File: config.mk
export PLATFORM = sky130hd
export DESIGN_NAME = lamp_inverter_fault_supervisor
export DESIGN_NICKNAME = d
export VERILOG_FILES = /design/src/hdl/lamp_sup_pkg.sv /design/src/hdl/lamp_inverter_fault_supervisor.sv /design/src/hdl/pin_sync.sv
export SDC_FILE = /design/constraint.sdc
export NUM_CORES = 1
export LEC_CHECK = 0
export ABC_CLOCK_PERIOD_IN_PS = 1840
export BUFFER_PORTS_ARGS = -buffer_cell sky130_fd_sc_hd__buf_2
export CAP_MARGIN = 30
export CORE_UTILIZATION = 51
export DETAILED_ROUTE_END_ITERATION = 8
export HOLD_SLACK_MARGIN = 0.08
export PLACE_DENSITY = 0.74
export RECOVER_POWER = 25
export SYNTH_ARGS = -nofsm -noshare
export SYNTH_HDL_FRONTEND = slang
export SYNTH_SLANG_ARGS = --single-unit
File: constraint.sdc
create_clock -name clk_sys -period 1.84 [get_ports clk_sys]
set_input_delay 0.184 -clock clk_sys [delete_from_list [all_inputs] [get_ports clk_sys]]
set_output_delay 0.184 -clock clk_sys [all_outputs]
set_load 0.005 [all_outputs]
File: src/hdl/lamp_sup_pkg.sv
// shared constants and carrier types for the lamp inverter fault supervisor
package lamp_sup_pkg;

    // ------------------------------------------------------------
    // timebase
    // ------------------------------------------------------------
    localparam int CLK_KHZ = 10_000;
    localparam int CLK_PERIOD_NS = 100;

    // ------------------------------------------------------------
    // timing figures and derived cycle counts
    // ------------------------------------------------------------
    localparam int BURST_PULSES = 128;
    localparam int SENSE_FILT_NS = 200;
    // least time, so round up
    localparam int SENSE_FILT_CYC = (SENSE_FILT_NS + CLK_PERIOD_NS - 1) / CLK_PERIOD_NS;
    localparam int LAMP_TIMEOUT_MS = 2000;
    localparam int LAMP_TIMEOUT_CYC = LAMP_TIMEOUT_MS * CLK_KHZ;
    localparam int HEALTH_DELAY_MS = 2000;
    localparam int HEALTH_DELAY_CYC = HEALTH_DELAY_MS * CLK_KHZ;
    localparam int SHORT_PERIODS = 64;

    // ------------------------------------------------------------
    // register word indexes on the avalon address
    // ------------------------------------------------------------
    localparam logic [2:0] REG_CTRL = 3'h0;
    localparam logic [2:0] REG_STATUS = 3'h1;
    localparam logic [2:0] REG_IRQ_STATUS = 3'h2;
    localparam logic [2:0] REG_IRQ_MASK = 3'h3;

    // ------------------------------------------------------------
    // field positions and reset values
    // ------------------------------------------------------------
    localparam int CTRL_SHDN_BIT = 0;
    localparam int ST_SHDN_BIT = 0;
    localparam int ST_LAMP_BIT = 1;
    localparam int ST_SHORT_BIT = 2;
    localparam int ST_HEALTH_BIT = 3;
    localparam int ST_UVLO_BIT = 4;
    localparam int ST_MODE_LSB = 5;
    localparam int IRQ_LAMP_BIT = 0;
    localparam int IRQ_SHORT_BIT = 1;
    localparam int IRQ_HEALTH_BIT = 2;
    localparam int IRQ_PERIOD_BIT = 3;
    localparam int IRQ_W = 4;
    localparam logic [IRQ_W-1:0] IRQ_MASK_RST = 4'h0;
    localparam logic [31:0] READ_UNMAPPED = 32'h0000_0000;

    // interface mode strap codes
    localparam logic [1:0] MODE_DIGITAL = 2'h0;
    localparam logic [1:0] MODE_ANALOG_REF = 2'h1;
    localparam logic [1:0] MODE_ANALOG_GND = 2'h2;

    // asynchronous pin inputs, synchronised as one bundle
    typedef struct packed {
        logic [1:0] mode;
        logic shdn_pin;
        logic uvlo;
        logic amp_low;
        logic lamp_sense;
        logic zero_cross;
        logic sync_pulse;
    } pin_in_type;

endpackage

File: src/hdl/lamp_inverter_fault_supervisor.sv
// lamp inverter supervisor: burst period, commutation, faults, shutdown, avalon registers
//
// How it works
// [RULE1] burst period equals 128 sync pulses
// [RULE2] sync source stays within 32 to 100 kHz
// [RULE3] alternate low-side drivers on each zero crossing
// [RULE4] reset returns every register to default
// [RULE5] undervoltage keeps buck driver off
// [RULE6] shutdown stops everything but registers and bus
// [RULE7] bus works and registers hold in shutdown
// [RULE8] entering shutdown clears both fault latches
// [RULE9] shutdown by register write or pin; the register write only counts in digital mode, the pin in every mode
// [RULE10] no lamp current for 2 s latches fault
// [RULE11] sense pulses under 200 ns are ignored
// [RULE12] sample amplifier low at each period end
// [RULE13] short fault after over 64 consecutive low samples
// [RULE14] short fault freezes one driver on, latches off
// [RULE15] health flag changes 2 s after fault
// [RULE16] short counter clears on high sample, shutdown
// [RULE17] pin is suspend digitally, shutdown in analog
//
// Our own choices: the address map and the Avalon-MM interface to the registers.
`timescale 1ns/1ps
module lamp_inverter_fault_supervisor #(
    parameter int LAMP_TIMEOUT_CYC = lamp_sup_pkg::LAMP_TIMEOUT_CYC,
    parameter int HEALTH_DELAY_CYC = lamp_sup_pkg::HEALTH_DELAY_CYC
) (
    // clock and power-on reset
    input wire logic clk_sys,
    input wire logic resetn,
    // avalon-mm slave
    input wire logic [2:0] address,
    input wire logic read,
    input wire logic write,
    input wire logic [31:0] writedata,
    output logic [31:0] readdata,
    output logic waitrequest,
    // asynchronous pins
    input wire lamp_sup_pkg::pin_in_type pins,
    // power stage drives and status
    output logic low_side_drive_a,
    output logic low_side_drive_b,
    output logic buck_drive_en,
    output logic burst_dimming_tick,
    output logic lamp_health_flag,
    output logic irq
);

    localparam int LT_W = $clog2(LAMP_TIMEOUT_CYC + 1);
    localparam int HD_W = $clog2(HEALTH_DELAY_CYC + 1);
    localparam int BC_W = $clog2(lamp_sup_pkg::BURST_PULSES);
    localparam int SC_W = $clog2(lamp_sup_pkg::SHORT_PERIODS + 1);
    localparam int FC_W = $clog2(lamp_sup_pkg::SENSE_FILT_CYC + 1);

    // ------------------------------------------------------------
    // elaboration checks
    // ------------------------------------------------------------
    if (LAMP_TIMEOUT_CYC < 2 || HEALTH_DELAY_CYC < 2) begin : g_bad_timing
        $error("timeout counts must be at least 2 cycles");
    end

    // ------------------------------------------------------------
    // pin synchronisation and edges
    // ------------------------------------------------------------
    lamp_sup_pkg::pin_in_type pins_s;
    logic sync_d_r;
    logic zc_d_r;
    logic sync_rise;
    logic zc_rise;

    pin_sync #(.WIDTH($bits(lamp_sup_pkg::pin_in_type))) u_pin_sync (
        .clk_sys(clk_sys),
        .resetn(resetn),
        .din(pins),
        .dout(pins_s)
    );

    // edge detectors look only at the second synchroniser stage
    always_ff @(posedge clk_sys or negedge resetn) begin
        if (!resetn) begin
            sync_d_r <= 1'b0;
            zc_d_r <= 1'b0;
        end else begin
            sync_d_r <= pins_s.sync_pulse;
            zc_d_r <= pins_s.zero_cross;
        end
    end

    assign sync_rise = pins_s.sync_pulse & ~sync_d_r;
    assign zc_rise = pins_s.zero_cross & ~zc_d_r;

    // ------------------------------------------------------------
    // bus slave and software registers
    // ------------------------------------------------------------
    logic ctrl_shdn_r;
    logic [lamp_sup_pkg::IRQ_W-1:0] irq_pend_r;
    logic [lamp_sup_pkg::IRQ_W-1:0] irq_mask_r;
    logic [lamp_sup_pkg::IRQ_W-1:0] irq_clr;
    logic [lamp_sup_pkg::IRQ_W-1:0] events;
    logic [31:0] status_word;
    logic wr_acc;
    logic shutdown_r;
    logic lamp_fault_r;
    logic short_fault_r;

    // a write lands on the edge where waitrequest is seen low
    assign wr_acc = write & ~waitrequest;
    assign irq_clr = (wr_acc && address == lamp_sup_pkg::REG_IRQ_STATUS) ?
                     writedata[lamp_sup_pkg::IRQ_W-1:0] : '0;

    always_comb begin
        status_word = '0;
        status_word[lamp_sup_pkg::ST_SHDN_BIT] = shutdown_r;
        status_word[lamp_sup_pkg::ST_LAMP_BIT] = lamp_fault_r;
        status_word[lamp_sup_pkg::ST_SHORT_BIT] = short_fault_r;
        status_word[lamp_sup_pkg::ST_HEALTH_BIT] = lamp_health_flag;
        status_word[lamp_sup_pkg::ST_UVLO_BIT] = pins_s.uvlo;
        status_word[lamp_sup_pkg::ST_MODE_LSB +: 2] = pins_s.mode;
    end

    // one wait cycle per access, independent of shutdown
    always_ff @(posedge clk_sys or negedge resetn) begin
        if (!resetn) begin
            waitrequest <= 1'b1;
            readdata <= lamp_sup_pkg::READ_UNMAPPED;
        end else begin
            waitrequest <= ~((read | write) & waitrequest); // RULE7
            if (read && waitrequest) begin
                unique case (address)
                    lamp_sup_pkg::REG_CTRL: readdata <= {31'h0000_0000, ctrl_shdn_r};
                    lamp_sup_pkg::REG_STATUS: readdata <= status_word;
                    lamp_sup_pkg::REG_IRQ_STATUS: readdata <= {28'h000_0000, irq_pend_r};
                    lamp_sup_pkg::REG_IRQ_MASK: readdata <= {28'h000_0000, irq_mask_r};
                    default: readdata <= lamp_sup_pkg::READ_UNMAPPED;
                endcase
            end
        end
    end

    // writable registers keep their contents through shutdown
    always_ff @(posedge clk_sys or negedge resetn) begin
        if (!resetn) begin
            ctrl_shdn_r <= 1'b0; // RULE4
            irq_mask_r <= lamp_sup_pkg::IRQ_MASK_RST;
        end else if (wr_acc) begin
            if (address == lamp_sup_pkg::REG_CTRL) begin
                ctrl_shdn_r <= writedata[lamp_sup_pkg::CTRL_SHDN_BIT];
            end
            if (address == lamp_sup_pkg::REG_IRQ_MASK) begin
                irq_mask_r <= writedata[lamp_sup_pkg::IRQ_W-1:0];
            end
        end
    end

    // sticky events; a new event beats a same-cycle clear
    always_ff @(posedge clk_sys or negedge resetn) begin
        if (!resetn) begin
            irq_pend_r <= '0;
            irq <= 1'b0;
        end else begin
            irq_pend_r <= (irq_pend_r & ~irq_clr) | events;
            irq <= |(irq_pend_r & irq_mask_r);
        end
    end

    // ------------------------------------------------------------
    // shutdown control
    // ------------------------------------------------------------
    logic digital_mode;
    logic active;

    assign digital_mode = (pins_s.mode == lamp_sup_pkg::MODE_DIGITAL);
    assign active = ~shutdown_r & ~lamp_fault_r & ~short_fault_r;

    // pin is suspend in digital mode and plain shutdown in analog modes;
    // the register bit only counts where the digital interface is selected
    always_ff @(posedge clk_sys or negedge resetn) begin
        if (!resetn) begin
            shutdown_r <= 1'b0;
        end else if (digital_mode) begin
            shutdown_r <= ctrl_shdn_r | pins_s.shdn_pin; // RULE9 RULE17
        end else begin
            shutdown_r <= pins_s.shdn_pin; // RULE17
        end
    end

    // ------------------------------------------------------------
    // burst period from the sync pulse train
    // ------------------------------------------------------------
    logic [BC_W-1:0] burst_cnt_r;

    // period length rests on the external rate staying in range (RULE2)
    always_ff @(posedge clk_sys or negedge resetn) begin
        if (!resetn) begin
            burst_cnt_r <= '0;
            burst_dimming_tick <= 1'b0;
        end else begin
            burst_dimming_tick <= 1'b0;
            if (shutdown_r) begin
                burst_cnt_r <= '0; // RULE6
            end else if (sync_rise) begin
                if (burst_cnt_r == BC_W'(lamp_sup_pkg::BURST_PULSES - 1)) begin
                    burst_cnt_r <= '0; // RULE1
                    burst_dimming_tick <= 1'b1;
                end else begin
                    burst_cnt_r <= burst_cnt_r + 1'b1;
                end
            end
        end
    end

    // ------------------------------------------------------------
    // lamp-out detection
    // ------------------------------------------------------------
    logic [FC_W-1:0] filt_cnt_r;
    logic lamp_seen;
    logic [LT_W-1:0] lamp_timer_r;

    // a sense pulse must stay high for the filter time to count
    always_ff @(posedge clk_sys or negedge resetn) begin
        if (!resetn) begin
            filt_cnt_r <= '0;
        end else if (!pins_s.lamp_sense) begin
            filt_cnt_r <= '0;
        end else if (!lamp_seen) begin
            filt_cnt_r <= filt_cnt_r + 1'b1; // RULE11
        end
    end

    assign lamp_seen = (filt_cnt_r == FC_W'(lamp_sup_pkg::SENSE_FILT_CYC));

    // window restarts each time lamp current is seen
    always_ff @(posedge clk_sys or negedge resetn) begin
        if (!resetn) begin
            lamp_timer_r <= '0;
            lamp_fault_r <= 1'b0;
        end else if (shutdown_r) begin
            lamp_timer_r <= '0;
            lamp_fault_r <= 1'b0; // RULE8
        end else if (!active || lamp_seen) begin
            lamp_timer_r <= '0;
        end else if (lamp_timer_r == LT_W'(LAMP_TIMEOUT_CYC - 1)) begin
            lamp_fault_r <= 1'b1; // RULE10
        end else begin
            lamp_timer_r <= lamp_timer_r + 1'b1;
        end
    end

    // ------------------------------------------------------------
    // buck-switch short detection
    // ------------------------------------------------------------
    logic [SC_W-1:0] short_cnt_r;

    // a single high sample breaks the run of low samples
    always_ff @(posedge clk_sys or negedge resetn) begin
        if (!resetn) begin
            short_cnt_r <= '0;
            short_fault_r <= 1'b0;
        end else if (shutdown_r) begin
            short_cnt_r <= '0; // RULE16
            short_fault_r <= 1'b0; // RULE8
        end else if (burst_dimming_tick && active) begin
            if (!pins_s.amp_low) begin // RULE12
                short_cnt_r <= '0; // RULE16
            end else if (short_cnt_r == SC_W'(lamp_sup_pkg::SHORT_PERIODS)) begin
                short_fault_r <= 1'b1; // RULE13
            end else begin
                short_cnt_r <= short_cnt_r + 1'b1;
            end
        end
    end

    // ------------------------------------------------------------
    // commutation and buck drive
    // ------------------------------------------------------------
    // on a short one side stays on so a shorted buck switch blows the fuse
    always_ff @(posedge clk_sys or negedge resetn) begin
        if (!resetn) begin
            low_side_drive_a <= 1'b0;
            low_side_drive_b <= 1'b0;
        end else if (shutdown_r || lamp_fault_r) begin
            low_side_drive_a <= 1'b0; // RULE6
            low_side_drive_b <= 1'b0;
        end else if (short_fault_r) begin
            if (!low_side_drive_b) begin
                low_side_drive_a <= 1'b1; // RULE14
            end
        end else if (!low_side_drive_a && !low_side_drive_b) begin
            low_side_drive_a <= 1'b1;
        end else if (zc_rise) begin
            low_side_drive_a <= low_side_drive_b; // RULE3
            low_side_drive_b <= low_side_drive_a;
        end
    end

    always_ff @(posedge clk_sys or negedge resetn) begin
        if (!resetn) begin
            buck_drive_en <= 1'b0;
        end else begin
            buck_drive_en <= active & ~pins_s.uvlo; // RULE5 RULE14
        end
    end

    // ------------------------------------------------------------
    // delayed health flag and event sources
    // ------------------------------------------------------------
    logic [HD_W-1:0] health_cnt_r;
    logic [2:0] prev_r;

    // flag drops only after a fault latch has been set for the delay
    always_ff @(posedge clk_sys or negedge resetn) begin
        if (!resetn) begin
            health_cnt_r <= '0;
            lamp_health_flag <= 1'b1;
        end else if (shutdown_r) begin
            health_cnt_r <= '0;
            lamp_health_flag <= 1'b1;
        end else if ((lamp_fault_r || short_fault_r) && lamp_health_flag) begin
            if (health_cnt_r == HD_W'(HEALTH_DELAY_CYC - 1)) begin
                lamp_health_flag <= 1'b0; // RULE15
            end else begin
                health_cnt_r <= health_cnt_r + 1'b1;
            end
        end
    end

    always_ff @(posedge clk_sys or negedge resetn) begin
        if (!resetn) begin
            prev_r <= 3'h7;
        end else begin
            prev_r <= {lamp_health_flag, short_fault_r, lamp_fault_r};
        end
    end

    always_comb begin
        events = '0;
        events[lamp_sup_pkg::IRQ_LAMP_BIT] = lamp_fault_r & ~prev_r[0];
        events[lamp_sup_pkg::IRQ_SHORT_BIT] = short_fault_r & ~prev_r[1];
        events[lamp_sup_pkg::IRQ_HEALTH_BIT] = prev_r[2] & ~lamp_health_flag;
        events[lamp_sup_pkg::IRQ_PERIOD_BIT] = burst_dimming_tick;
    end

    // ------------------------------------------------------------
    // assertions
    // ------------------------------------------------------------
    a_burst_period_end: assert property (@(posedge clk_sys) disable iff (!resetn) // RULE1
        (sync_rise && !shutdown_r
         && burst_cnt_r == BC_W'(lamp_sup_pkg::BURST_PULSES - 1))
        |=> burst_dimming_tick)
        else $error("burst period did not end after 128 pulses");

    a_drivers_alternate: assert property (@(posedge clk_sys) disable iff (!resetn) // RULE3
        (zc_rise && active && low_side_drive_a && !low_side_drive_b)
        |=> (low_side_drive_b && !low_side_drive_a))
        else $error("drivers did not swap on zero crossing");

    a_uvlo_buck_off: assert property (@(posedge clk_sys) disable iff (!resetn) // RULE5
        pins_s.uvlo |=> !buck_drive_en)
        else $error("buck driver on during undervoltage");

    a_shutdown_quiet: assert property (@(posedge clk_sys) disable iff (!resetn) // RULE6
        shutdown_r [*2] |-> !low_side_drive_a && !low_side_drive_b && !buck_drive_en)
        else $error("drive active in shutdown");

    a_bus_answers: assert property (@(posedge clk_sys) disable iff (!resetn) // RULE7
        ((read || write) && waitrequest) |=> !waitrequest)
        else $error("bus access not answered in one cycle");

    a_shutdown_clears: assert property (@(posedge clk_sys) disable iff (!resetn) // RULE8
        shutdown_r |=> !lamp_fault_r && !short_fault_r && short_cnt_r == '0)
        else $error("fault latch survived shutdown");

    a_register_shdn: assert property (@(posedge clk_sys) disable iff (!resetn) // RULE9
        (digital_mode && ctrl_shdn_r) |=> shutdown_r)
        else $error("register shutdown ignored");

    a_lamp_timeout: assert property (@(posedge clk_sys) disable iff (!resetn) // RULE10
        $rose(lamp_fault_r) |-> $past(lamp_timer_r) == LT_W'(LAMP_TIMEOUT_CYC - 1))
        else $error("lamp fault at wrong time");

    // the filter count only holds its top value after two high samples in a row
    a_sense_filter: assert property (@(posedge clk_sys) disable iff (!resetn) // RULE11
        lamp_seen |-> $past(pins_s.lamp_sense) && $past(pins_s.lamp_sense, 2))
        else $error("short sense pulse accepted");

    a_short_count: assert property (@(posedge clk_sys) disable iff (!resetn) // RULE13
        $rose(short_fault_r)
        |-> $past(short_cnt_r) == SC_W'(lamp_sup_pkg::SHORT_PERIODS) && $past(pins_s.amp_low))
        else $error("short fault without 65 low samples");

    a_short_hold_on: assert property (@(posedge clk_sys) disable iff (!resetn) // RULE14
        (short_fault_r && !shutdown_r && !lamp_fault_r) [*2]
        |-> (low_side_drive_a ^ low_side_drive_b) && !buck_drive_en)
        else $error("short fault did not freeze one driver on");

    a_health_delay: assert property (@(posedge clk_sys) disable iff (!resetn) // RULE15
        $fell(lamp_health_flag) |-> $past(health_cnt_r) == HD_W'(HEALTH_DELAY_CYC - 1))
        else $error("health flag changed before delay");

    a_short_reset: assert property (@(posedge clk_sys) disable iff (!resetn) // RULE16
        (burst_dimming_tick && active && !pins_s.amp_low) |=> short_cnt_r == '0)
        else $error("short counter not cleared by high sample");

    a_irq_level: assert property (@(posedge clk_sys) disable iff (!resetn)
        irq == $past(|(irq_pend_r & irq_mask_r)))
        else $error("interrupt output disagrees with pending and mask");

endmodule

File: src/hdl/pin_sync.sv
// two flip-flop synchroniser for a bundle of asynchronous pins
`timescale 1ns/1ps
module pin_sync #(
    parameter int WIDTH = 8
) (
    // clock and reset
    input wire logic clk_sys,
    input wire logic resetn,
    // pins in, synchronised levels out
    input wire logic [WIDTH-1:0] din,
    output logic [WIDTH-1:0] dout
);

    logic [WIDTH-1:0] meta_r;

    // first stage is read by the second stage only
    always_ff @(posedge clk_sys or negedge resetn) begin
        if (!resetn) begin
            meta_r <= '0;
            dout <= '0;
        end else begin
            meta_r <= din;
            dout <= meta_r;
        end
    end

endmodule

==> run summary <==
initial antenna violation count = 0
DP HPWL = 8039 µm
ANT cells = 0
Final nets = 735
DRT Wirelength = 14,320 µm
DR iter-0 viols = 397
GR Overflow Total = 0
P per Cell Area = 880.7 nW/µm²
Final Critical Period = 1.984 ns
Post-Syn Instances = 541
CP Data Arrival Time = 2.44 ns
sequential cell area fraction in the yosys report = 52.27%
normalized max-slew margin = 33.84%
Final ANT Viol Nets = 0
Most used DFF post-synth = dfrtp_1
global-route wire length before repair = 21,340 µm
Slowest cell on crit path = or4_1
Ports = 86
Max Clock Skew = 0.005822 ns
Avg Cell Area, Syn = 10.02 µm²
Filler cells = 655
main combinational cell family by area after synthesis = simple AND/OR/NAND/NOR gates
Worst Setup End Kind = register
clock slew seen by the registers of the worst setup and hold paths = 0.06 ns
EDFF count, synth = 0
Die Y-Extent = 105.1 µm
simple-gate portion of the synthesized area = 21.99%
Root Buffer = clkbuf_8
Crit Path Max Fanout = 8
mux share of post-synthesis cell area = 2.885%
routed len/inst = 17.23 µm
Worst-Skew Late Latency = 0.53 ns
leading area contributor after synthesis = dfrtp_1
Worst Tran Pin Value = 0.9924 ns
row cnt = 37
top post-synthesis cells by area = dfrtp_1 50%, buf_4 3.6%, nor2_1 3.6%
Max Clock Freq = 0.5039 GHz
maxcap violations = 0
XOR/XNOR Fraction of Synth Area = 4.685%
die area = 11,050 µm²
drt drc = 0
Worst path max stage delay = 0.42 ns
GRT Util Overall = 24.88%
Pre-Repair DR Iteration Count = 7
HP Class = primary input to register
die width = 105.1 µm
Synth Area in Compound Gates = 10.73%
Power, Total = 6.565 mW
top cell type's share of synthesized area = 49.85%
count leader, synth = dfrtp_1
maximum VDD drop = 0.5373 mV
Layout area overhead = 37.50%
H-tree lvl count = 4
Core Util, Final = 72.21%
Initial Util = 52.51%
RSZ-0062 raised after global routing = true
CP Class = register to register
Port-buffer cells = 32
CP dominant cell by count = buf_4
Setup TNS = -1.148 ns
largest net degree at the start of global routing = 37
share of cells above drive strength 1 = 34.24%
CTS tree = done
Static Leak = 3.326 nW
CTS Buf Count = 17
YS warnings = 0
final number of setup-violating endpoints = 23
CP cell instances = nand4_1, buf_4, a2111oi_4, o21ai_1, buf_4, or4_1, a21oi_2
status = finished with violations
number of global-route vias before repair = 4,599
Max clock buf depth = 2
max-slew violations = 0
post-synthesis adder-cell area fraction = 1.385%
final hold vios = 0
core area = 10,320 µm²
R2R Setup Slk = -0.14 ns
FF+latch count, synth = 113
FFs w/ async S/R, synth = 100.0%
failing checks = negative setup slack
vias = 4,744
top post-synthesis cells by count = 108 x dfrtp_1, 52 x nor2_1, 51 x nand2_1, 30 x o21ai_0, 27 x a21oi_1
Cell variety after synth = 54
Startpoint Class = register
final worst setup slack = -0.1444 ns
Cell Area, Synth = 5421 µm²
Final period util = 107.8%
Placer Congestion = 0.8351
Sink Count = 113
Crit path required time = 2.30 ns
vias per cell = 5.709
==> final timing paths <==
check                                  endpoint                  from  depth (start not counted)
max                            health_cnt_r[20]       health_cnt_r[5]                          7
min                                 readdata[3]            address[1]                          3
max reg2reg                    health_cnt_r[20]       health_cnt_r[5]                          7
min reg2reg                  u_pin_sync.dout[0]  u_pin_sync.meta_r[0]                          0
max in group asynchronous  u_pin_sync.meta_r[3]                resetn                          3
min in group asynchronous      lamp_timer_r[16]                resetn                          2
==> sequential cells by signal, summed over array words and instances (netlist names), 2 cells and up <==
name,count
irq_pend_r,4
readdata,7
burst_cnt_r,7
short_cnt_r,7
irq_mask_r,4
u_pin_sync.dout,8
lamp_timer_r,25
prev_r,3
health_cnt_r,25
filt_cnt_r,2
u_pin_sync.meta_r,8
==> where the power goes <==
part	leakage (nW)	internal (mW)	total (mW)	switching [mW]
Combinational	1.57	0.314	0.663	0.349
Sequential	1.48	2.63	2.74	0.103
Clock	0.274	1.93	3.17	1.23
Total	3.33	4.88	6.57	1.68
==> repair_timing <==
action	4_1_cts	5_1_grt
pin swaps	12	34
hold buffers	16	0
buffers inserted	12	13
hold endpoints to repair	128	0
setup endpoints to repair	34	45
gates cloned	0	0
resized for setup	20	68
==> cells by family after synthesis <==
family,Yosys count
AOI/OAI and AO/OA,95
DFF,113
other,1
xor gates and xnor gates,29
muxes,13
buffers and inverters,56
and+or+nand+nor,228
adders and majority gates,6
==> per-layer routing <==
metal	global-route usage, %	share of wire [%]	vias up
li1	-	-	2153
met1	30.07	41	2377
met3	7.174	4.5	42
met4	11.07	3.0	0
met5	0	0	-
met2	41.34	52	172
==> worst max-delay path, delay by kind of cell (launching register included) <==
| kind | cells | cell delay [ns] |
|---|---|---|
| AOI/OAI and AO/OA | 3 | 0.41 |
| DFF | 1 | 0.39 |
| buffers and inverters | 2 | 0.43 |
| and+or+nand+nor | 2 | 0.69 |
==> per-stage QoR <==
step / instances / instance area, µm² / setup slack (ns) / hold WS, ns
2_1_floorplan: 565 / 5537 / -0.01993 / -0.1116
3_3_place_gp: 759 / 6133 / -0.09057 / 0.1806
3_5_place_dp: 759 / 6133 / -0.1744 / 0.1842
4_1_cts: 819 / 7056 / -0.03310 / 0.08054
5_1_grt: 831 / 7455 / -0.2014 / 0.1222
6_report: 831 / 7455 / -0.1444 / 0.1036
==> layout make-up <==
cell class                      instances  area (µm²)  area share [%]
Clock inverter                         15       162.7           2.182
Clock buffer                           17       414.1           5.556
Multi-Input combinational cell        396        2735           36.69
Timing Repair Buffer                  140        1082           14.52
Tap cell                              136       170.2           2.283
Sequential cell                       113        2838           38.07
Inverter                               14       52.55          0.7049
==> cell usage in the layout, fill, tap and decap left out, types with 15 or more instances in the layout <==
cell type      netlist  layout
nand4_1             15      15
nand3_1             23      19
clkbuf_16            0      16
xor2_1              15      15
o21ai_0             30      25
dlygate4sd3_1        0      16
nor2_1              52      50
nand2_1             51      45
buf_4               26      78
conb_1               1      25
dfrtp_1            108     105
buf_2                1      31
a21oi_1             27      17
Power figures use the tool's default switching activity.
